**config.mk**
```make
export PLATFORM = sky130hd
export DESIGN_NAME = emd_host
export DESIGN_NICKNAME = d
export VERILOG_FILES = /design/src/rtl/emd_pkg.sv /design/src/rtl/emd_host.sv
export VERILOG_INCLUDE_DIRS = /design/src /design/src/rtl
export SDC_FILE = /design/constraint.sdc
export NUM_CORES = 1
export LEC_CHECK = 0
export BUFFER_PORTS_ARGS = -buffer_cell sky130_fd_sc_hd__buf_2
export CAP_MARGIN = 25
export CORE_UTILIZATION = 41
export DETAILED_ROUTE_END_ITERATION = 6
export GPL_TIMING_DRIVEN = 0
export PLACE_DENSITY = 0.65
export SLEW_MARGIN = 15
export SYNTH_ARGS = -nofsm -noshare
export SYNTH_HDL_FRONTEND = slang
export SYNTH_SLANG_ARGS = --single-unit
export TNS_END_PERCENT = 10
```
**constraint.sdc**
```tcl
create_clock -name clock_i -period 2.1 [get_ports clock_i]
set_input_delay 0.105 -clock clock_i [delete_from_list [all_inputs] [get_ports clock_i]]
set_output_delay 0.105 -clock clock_i [all_outputs]
set_load 0.005 [all_outputs]
```
**src/rtl/emd_cfg.svh**
```systemverilog
// timing and field constants for the memory access controller
// assumes a 250 MHz system clock
`ifndef EMD_CFG_SVH
`define EMD_CFG_SVH
`define EMD_CLK_PS        4000
`define EMD_T_ACC_NS      250
`define EMD_T_OE_NS       50
`define EMD_T_DF_NS       30
`define EMD_T_PGM_NS      100000
`define EMD_ACC_CYC  ((`EMD_T_ACC_NS*1000+`EMD_CLK_PS-1)/`EMD_CLK_PS)
`define EMD_OE_CYC   ((`EMD_T_OE_NS*1000+`EMD_CLK_PS-1)/`EMD_CLK_PS)
`define EMD_DF_CYC   ((`EMD_T_DF_NS*1000+`EMD_CLK_PS-1)/`EMD_CLK_PS)
`define EMD_PGM_CYC  ((`EMD_T_PGM_NS*1000+`EMD_CLK_PS-1)/`EMD_CLK_PS)
`define EMD_ADDR_W        16
`define EMD_CNT_W         16
`define EMD_ADDR_ZERO     16'h0000
`define EMD_ADDR_ONE      16'h0001
`define EMD_PAR_BIT       7
`define EMD_CNT_ZERO      16'h0000
`define EMD_CNT_ONE       16'h0001
`endif

```
**src/rtl/emd_pkg.sv**
```systemverilog
// types of the memory access controller
// assumes emd_cfg.svh is on the include path
`default_nettype none
package emd_pkg;
  typedef enum logic [1:0] {
    EMD_OP_READ   = 2'h0,
    EMD_OP_PROG   = 2'h1,
    EMD_OP_ID     = 2'h2,
    EMD_OP_VERIFY = 2'h3
  } emd_op_e;

  typedef struct packed {
    emd_op_e     op;
    logic [15:0] addr;
    logic [7:0]  data;
  } emd_req_s;

  typedef struct packed {
    logic [7:0] data;
    logic       par_ok;
    logic       match;
  } emd_rsp_s;
endpackage
`default_nettype wire

```
**src/rtl/emd_host.sv**
```systemverilog
// host controller that drives a byte-wide UV memory through its pins
// assumes the pin level shifters turn the two voltage-request outputs
// into the elevated supplies; inputs are synchronous to clock_i
`timescale 1ns/1ps
`default_nettype none
`include "emd_cfg.svh"
module emd_host (
  input  wire logic             clock_i,      // system clock
  input  wire logic             rst_b_i,      // async reset, active low
  input  wire logic             en_i,         // clock enable
  input  wire logic             req_valid_i,  // request strobe
  input  wire emd_pkg::emd_req_s req_i,       // request
  output var  logic             req_ready_o,  // idle, request taken
  output var  logic             rsp_valid_o,  // one-cycle answer
  output var  emd_pkg::emd_rsp_s rsp_o,       // answer
  output var  logic             sel_b_o,      // chip select, low active
  output var  logic             oe_b_o,       // output enable, low active
  output var  logic             vpp_on_o,     // supply on oe pin
  output var  logic             id_hv_o,      // id voltage on bit nine
  output var  logic [15:0]      addr_o,       // address lines
  input  wire logic [7:0]       data_lines_i, // data lines, in
  output var  logic [7:0]       data_lines_o, // data lines, out
  output var  logic [7:0]       data_oe_b_o   // data enable, low drives
);
  // ==========================================================
  // state machine
  typedef enum logic [5:0] {
    S_IDLE  = 6'b000001,
    S_SETUP = 6'b000010,
    S_OE    = 6'b000100,
    S_PULSE = 6'b001000,
    S_FLOAT = 6'b010000,
    S_DONE  = 6'b100000
  } emd_state_e;

  emd_state_e                state;
  logic [`EMD_CNT_W-1:0]     cnt;
  emd_pkg::emd_req_s         cur;
  logic [7:0]                cap;
  logic                      go;
  logic                      hold_done;
  logic [`EMD_CNT_W-1:0]     setup_len;

  assign go        = en_i && req_valid_i && (state == S_IDLE);
  assign hold_done = (cnt <= `EMD_CNT_ONE);
  // address leads enable by access minus enable time
  assign setup_len = `EMD_CNT_W'(`EMD_ACC_CYC - `EMD_OE_CYC);

  // ==========================================================
  // counter reloads and request decode
  logic [`EMD_CNT_W-1:0]     oe_len;
  logic [`EMD_CNT_W-1:0]     pgm_len;
  logic [`EMD_CNT_W-1:0]     df_len;
  logic [`EMD_ADDR_W-1:0]    id_addr;
  logic                      is_id;
  logic                      is_prog;

  // reload values cut to the counter width on purpose
  assign oe_len  = `EMD_CNT_W'(`EMD_OE_CYC);
  assign pgm_len = `EMD_CNT_W'(`EMD_PGM_CYC);
  assign df_len  = `EMD_CNT_W'(`EMD_DF_CYC);
  // id readout only ever addresses byte 0 or byte 1
  assign id_addr = req_i.addr[0] ? `EMD_ADDR_ONE : `EMD_ADDR_ZERO;
  assign is_id   = (req_i.op == emd_pkg::EMD_OP_ID);
  // decoded from the captured request, valid after the take
  assign is_prog = (cur.op == emd_pkg::EMD_OP_PROG);

  always_ff @(posedge clock_i or negedge rst_b_i) begin
    if (!rst_b_i) begin
      state <= S_IDLE;
      cnt   <= `EMD_CNT_ZERO;
    end else if (en_i) begin
      unique case (state)
        S_IDLE: begin
          if (req_valid_i) begin
            state <= S_SETUP;
            cnt   <= setup_len;
          end
        end
        S_SETUP: begin
          if (hold_done) begin
            if (is_prog) begin
              state <= S_PULSE;
              cnt   <= pgm_len;
            end else begin
              state <= S_OE;
              cnt   <= oe_len;
            end
          end else begin
            cnt <= cnt - `EMD_CNT_ONE;
          end
        end
        S_PULSE: begin
          if (hold_done) begin
            state <= S_FLOAT;
            cnt   <= df_len;
          end else begin
            cnt <= cnt - `EMD_CNT_ONE;
          end
        end
        S_OE: begin
          if (hold_done) begin
            state <= S_FLOAT;
            cnt   <= df_len;
          end else begin
            cnt <= cnt - `EMD_CNT_ONE;
          end
        end
        S_FLOAT: begin
          // wait float time before bus is reused
          if (hold_done) begin
            state <= S_DONE;
          end else begin
            cnt <= cnt - `EMD_CNT_ONE;
          end
        end
        S_DONE: begin
          state <= S_IDLE;
        end
      endcase
    end
  end

  // ==========================================================
  // request capture, id requests forced to address 0 or 1
  always_ff @(posedge clock_i or negedge rst_b_i) begin
    if (!rst_b_i) begin
      cur <= '0;
    end else if (go) begin
      cur <= req_i;
      if (is_id) begin
        cur.addr <= id_addr;
      end
    end
  end

  // ==========================================================
  // pins
  always_ff @(posedge clock_i or negedge rst_b_i) begin
    if (!rst_b_i) begin
      sel_b_o      <= 1'b1;
      oe_b_o       <= 1'b1;
      vpp_on_o     <= 1'b0;
      id_hv_o      <= 1'b0;
      addr_o       <= `EMD_ADDR_ZERO;
      data_lines_o <= 8'h00;
      data_oe_b_o  <= 8'hFF;
    end else if (en_i) begin
      if (go) begin
        addr_o  <= is_id ?
                   id_addr :
                   req_i.addr;
        sel_b_o <= 1'b0;
        id_hv_o <= is_id;
        if (req_i.op == emd_pkg::EMD_OP_PROG) begin
          vpp_on_o     <= 1'b1;
          data_lines_o <= req_i.data;
          data_oe_b_o  <= 8'h00;
        end
      end
      // enable falls only once the address has settled
      if (state == S_SETUP && hold_done &&
          !is_prog) begin
        oe_b_o <= 1'b0;
      end
      if ((state == S_OE || state == S_PULSE) && hold_done) begin
        oe_b_o       <= 1'b1;
        vpp_on_o     <= 1'b0;
        sel_b_o      <= 1'b1;
        data_oe_b_o  <= 8'hFF;
      end
      if (state == S_FLOAT && hold_done) begin
        id_hv_o <= 1'b0;
      end
    end
  end

  // ==========================================================
  // answer
  // odd parity: reduction xor is one for an odd count of ones
  logic par_odd;
  assign par_odd = ^cap;

  always_ff @(posedge clock_i or negedge rst_b_i) begin
    if (!rst_b_i) begin
      cap <= 8'h00;
    end else if (en_i && state == S_OE && hold_done) begin
      cap <= data_lines_i;
    end else if (en_i && state == S_PULSE && hold_done) begin
      // writes report the byte driven, no stale read leaks out
      cap <= cur.data;
    end
  end

  always_ff @(posedge clock_i or negedge rst_b_i) begin
    if (!rst_b_i) begin
      rsp_valid_o <= 1'b0;
      rsp_o       <= '0;
      req_ready_o <= 1'b0;
    end else if (en_i) begin
      rsp_valid_o <= (state == S_DONE);
      req_ready_o <= (state == S_IDLE) && !req_valid_i ||
                     (state == S_DONE);
      if (state == S_DONE) begin
        rsp_o.data   <= cap;
        rsp_o.par_ok <= par_odd;
        rsp_o.match  <= (cap == cur.data);
      end
    end
  end
endmodule
`default_nettype wire

```
---- Word-level counts from Yosys, hierarchy flattened ----
Index checks and enable logic that the tools add are counted.
storage, ports and cells
  register bits after elaboration ......... 88
  input bits .............................. 38
  word-level logic and storage cells ...... 94
  output and inout bits ................... 48
operators by class
  reductions and logical operators ........ 32
  equal/unequal tests ..................... 15
  $lt $le $gt $ge ......................... 1
  muxes and demuxes ....................... 28
  $add $sub $neg .......................... 1
operators with widths
  operator                                                                 number
  16-bit two-way mux                                                       5
  16-bit case mux with 4 select lines                                      1
  8-bit two-way mux                                                        5
  6-bit case mux with 5 select lines                                       1
  6-bit two-way mux                                                        4
  16-bit by 1-bit <= comparator with 1-bit output (second input constant)  1
  16-bit by 1-bit subtractor with 16-bit output (second input constant)    1
  15-bit two-way mux                                                       1
  1-bit logical AND                                                        11
  1-bit two-way mux                                                        10
  2-bit AND reduction                                                      5
  2-bit nonzero test                                                       5
  8-bit equality test                                                      1
  2-bit != test (second input constant)                                    4
  8-bit parity                                                             1
  6-bit by 1-bit equality test with 1-bit output (second input constant)   1
  6-bit by 2-bit equality test with 1-bit output (second input constant)   1
  6-bit by 3-bit equality test with 1-bit output (second input constant)   1
  6-bit by 4-bit equality test with 1-bit output (second input constant)   1
  6-bit by 5-bit equality test with 1-bit output (second input constant)   1
  6-bit equality test (second input constant)                              1
  3-bit AND reduction                                                      2
  5-bit AND reduction                                                      1
  2-bit by 1-bit equality test with 1-bit output (second input constant)   2
  other kinds (8)                                                          10

---- Logic depth before layout (Yosys ltp) ----
  word-level depth ........................ 5
  depth in mapped cells ................... 10
  depth with buffers taken out ............ 8

---- Worst setup path before layout ----
No wires, ideal clock.
  path kind ............................... register to register
  start point ............................. register cnt[0]
  end point ............................... register cnt[12]
  library setup time ...................... 0.076 ns
  period minus slack after synthesis ...... 2.049 ns
  stages on the path, launching flop included .. 8
  arrival ................................. 1.973 ns
  path buffers ............................ 0
  setup slack ............................. 0.051 ns
  required time ........................... 2.024 ns
  path through ............................ dfrtp_1 -> inv_1 -> ha_1 -> or2_2 -> and4_1 -> a211o_1 -> or4_1 -> o21ai_1
between the ends
  cells in the longest elaborated chain, start to end .. 3
  elaborated cells on any way between the ends .. 8
  classes of those cells .................. add/sub: 1; order compare: 1; eq/ne: 1; mux: 4; reduce/logical: 1
ends and longest elaborated chain
  element                                                                                                                            RTL line         text
  from (decl)                                                                                                                        emd_host.sv:37   logic [`EMD_CNT_W-1:0] cnt;
  from (signal assigned)                                                                                                             emd_host.sv:71   cnt <= `EMD_CNT_ZERO;
  from (signal assigned)                                                                                                             emd_host.sv:77   cnt <= setup_len;
  from (signal assigned)                                                                                                             emd_host.sv:84   cnt <= pgm_len;
  16-bit by 1-bit subtractor with 16-bit output (no source line) or 16-bit by 1-bit <= comparator with 1-bit output (tied branches)  n/a
  16-bit two-way mux, or another cell as far along                                                                                   emd_host.sv:111  if (hold_done) begin
  16-bit case mux with 4 select lines or 4-bit AND reduction (tied branches)                                                         n/a
Parallel ways exist; a longest one is shown, timed or not. The select of a mux whose other input is x is not followed.
A chain may end at the register's enable or synchronous reset.

---- Final worst setup path ----
  start point ............................. register state[1]
  end point ............................... register cnt[4]
between the ends
  cells in the longest elaborated chain, start to end .. 4
  elaborated cells on any way between the ends .. 11
  classes of those cells .................. eq/ne: 7; mux: 1; reduce/logical: 3
ends and longest elaborated chain
  element                                                                                                           RTL line        text
  from (decl)                                                                                                       emd_host.sv:36  emd_state_e state;
  from (signal assigned)                                                                                            emd_host.sv:70  state <= S_IDLE;
  from (signal assigned)                                                                                            emd_host.sv:76  state <= S_SETUP;
  from (signal assigned)                                                                                            emd_host.sv:83  state <= S_PULSE;
  6-bit by 3-bit equality test with 1-bit output or 6-bit by 4-bit equality test with 1-bit output (tied branches)  emd_host.sv:73  unique case (state)
  2-bit OR reduction (no source line)                                                                               n/a
  4-bit nonzero test (no source line)                                                                               n/a
  4-bit AND reduction (no source line)                                                                              n/a
Parallel ways exist; a longest one is shown, timed or not.

==> reports/results.tsv <==
metric	value	unit
status	complete, but fails checks	
failing checks	setup timing	
initial antenna violation count	0	
post-route ant nets	0	
first element of the critical path	state[1]$_DFFE_PN0P_	
CP arrival	2360	ps
DRT iter0 DRCs	162	
GPL Wtd Cong	0.865	
Worst Hold Launch	data_lines_i[4]	
fraction of the mapped netlist area in simple logic gates	20.6	%
Comb pwr share	32.5	%
final hold slack	10.9	ps
number of global-route vias before repair	3391	
Power per Cell Area	906	nW/um^2
Max-slew headroom	66.4	%
Die Height	100	um
Initial Util	42.7	%
Avg WL per Cell	15.0	um
async set-reset flop share out of synthesis	100	%
Setup-failing EPs final	1	
Post-Syn Area per Cell	10.1	um^2
largest family of logic cells by synthesized area	simple AND/OR/NAND/NOR gates	
max cap viols	0	
commonest non-fill, non-tap cell in the layout	buf_2	
crit-path cells	buf_2 -> nor4b_2 -> a221o_1 -> nand2_2 -> or4_1 -> o22ai_1	
mapped cell area	3960	um^2
Pre-antenna DRT Iters	5	
Non-Filler Instances	663	
FF-to-FF Start	state[1]$_DFFE_PN0P_	
die width	100	um
pin count of the biggest net entering global routing	56	
post-placement cell area	4580	um^2
I/O Buffers	85	
Final Cell Area	5320	um^2
crit path capture type	flip-flop	
CTS HTree Levels	3	
layout cells sized above 1	33.9	%
crit path launch type	flip-flop	
Rows	35	
Slew @ Worst Pin	504	ps
total core area	9280	um^2
Critical Path Max Stage Delay	530	ps
Clock power frac	27.3	%
post-layout min period	2100	ps
Post-route DRC	0	
Final Hold Vio Count	0	
final period utilization	100	%
register area share after synthesis	51.3	%
switching share of power	35.0	%
final setup margin	-0.593	ps
RSZ-0062 raised after global routing	yes	
# diodes	0	
total gr overflow	0	
Max IR drop VDD	0.506	mV
GRT Util Overall	21.0	%
Critical Path Fanout Max	10	
post-DP HPWL	6720	um
clk buf depth	2	
max frequency	0.476	GHz
clk sinks	81	
Final Max Slew Viols	0	
commonest non-fill, non-tap cells in the layout	86 x buf_2, 74 x dfrtp_1, 65 x nand2_1	
Int Power	0.00313	W
post-synthesis mux area share	4.83	%
EDFF count, synth	0	
Synth Area in Adders	0.632	%
vias after detailed routing	3447	
Power Total	0.00482	W
Hold WC Path Type	input port to flip-flop	
Yosys reg bits	81	
Top-Level Pins	86	
Worst-Skew Late Latency	360	ps
post-synthesis xor/xnor area fraction	3.76	%
ys flop type	dfrtp_1	
wirelength, routed	9960	um
Die ar.	10100	um^2
NetSw	0.00169	W
post-synth cell types	57	
Critical Path RT	2360	ps
first-pass GRT wire length	16400	um
post-synthesis net count	433	
Layout Area Growth over Synthesis	34.3	%
placed insts	608	
Clock Pin Slew Worst Setup and Hold Paths	90	ps
Synth Area in Compound Gates	14.3	%
Core Util, Final	57.3	%
via density per instance	5.20	
critical path start-end classification	flip-flop to flip-flop	
Syn Inst Count	393	
static leakage	2.58	nW
nets@finish	569	
Num CTS Buffers	9	
CTS root buf	clkbuf_8	
Slowest cell on crit path	or4_1	
Yosys warning count	0	
skew final	18.0	ps
sequential share of power	40.2	%
CTS tree	yes	
cells in the mapped netlist (2+ instances only):
library cell	n	area, um^2
o21ai_1	3	15.0
a31oi_1	9	56.3
nor2_1	19	71.3
and4_1	2	17.5
inv_1	8	30.0
a22o_1	16	140
dfrtp_1	77	1930
o211ai_1	4	30.0
ha_1	2	25.0
nor3_1	10	50.1
nor2b_1	5	31.3
buf_6	2	22.5
dfstp_2	4	105
and2_1	2	12.5
clkbuf_1	7	26.3
xnor2_1	16	140
o21ai_0	19	95.1
nor4_1	5	31.3
or3_1	3	18.8
nand2b_1	2	12.5
nand4_1	5	31.3
a21oi_1	6	30.0
buf_2	4	20.0
mux2_2	17	191
buf_4	10	75.1
or4_1	4	30.0
o21a_1	9	67.6
nand2_1	66	248
nand3_1	28	140
a21o_1	2	15.0
metal layers:
| layer | routed length (um) | up-vias | global-route usage, % |
|---|---|---|---|
| met2 | 4680 | 117 | 33.5 |
| met4 | 192 | 0 | 8.14 |
| li1 | - | 1668 | - |
| met3 | 489 | 16 | 2.79 |
| met1 | 4610 | 1646 | 29.0 |
| met5 | 0 | - | 0 |
logic make-up after synthesis:
family | Yosys count
adder cells (fa/ha/maj) | 2
flip-flops | 81
buffers and inverters | 33
AND/OR/NAND/NOR | 161
multiplexers | 17
XOR/XNOR | 17
AO/OA/AOI/OAI | 82
power groups by stage:
stage / sequential, W / combinational [W] / clock (W)
6_report: 0.00194 / 0.00157 / 0.00131
3_5_place_dp: 0.00195 / 0.00129 / 0
5_1_grt: 0.00197 / 0.00175 / 0.00142
2_1_floorplan: 0.00190 / 0.000964 / 0
4_1_cts: 0.00192 / 0.00145 / 0.00134
3_3_place_gp: 0.00194 / 0.00126 / 0
registers in the layout (all words and copies together), names as in the netlist:
register / flops
rsp_o: 10
oe_b_o: 1
vpp_on_o: 1
data_oe_b_o: 1
cap: 8
req_ready_o: 1
cnt: 16
rsp_valid_o: 1
sel_b_o: 1
id_hv_o: 1
addr_o: 16
state: 6
cur: 10
data_lines_o: 8
stage by stage:
stage / setup TNS, ps / setup WS (ps)
2_1_floorplan: 0 / 50.7
6_report: -0.593 / -0.593
4_1_cts: -23.7 / -23.7
5_1_grt: -221 / -79.7
3_5_place_dp: -4230 / -192
3_3_place_gp: -2030 / -94.8
timing repair:
action                     in CTS  in global routing
setup endpoints to repair      44                 62
hold endpoints to repair       64                  0
pin swaps                       3                  3
setup buffers                   4                  4
resized for setup              15                 21
hold buffers                   31                  0
worst max-delay path: cells and delay by family, from the launching register on:
kind,cells,cell delay (ps)
compound gates,2,420
buf+inv,1,180
flops,1,360
simple gates,3,1050
worst paths after layout:
check                                        end  slack (ps)  depth (start not counted)
hold reg to reg              sel_b_o$_DFFE_PN1P_         470                          2
min in group asynchronous  addr_o[0]$_DFFE_PN0P_         200                          2
max in group asynchronous   state[0]$_DFFE_PN1P_        1240                          3
setup / recovery              cnt[4]$_DFFE_PN0P_        -0.6                          6
setup reg to reg              cnt[4]$_DFFE_PN0P_        -0.6                          6
hold / removal                cap[4]$_DFFE_PN0P_          10                          3
area by class of cell:
cell class,count,area (um^2)
tap,129,161
inverter,8,30.0
timing repair buffer,125,838
buffer,25,164
fill,848,3960
clock buffer,9,124
clock inverter,7,105
multi-input combinational,279,1860
sequential,81,2040
Note: power is estimated with default switching activity, not from simulation.
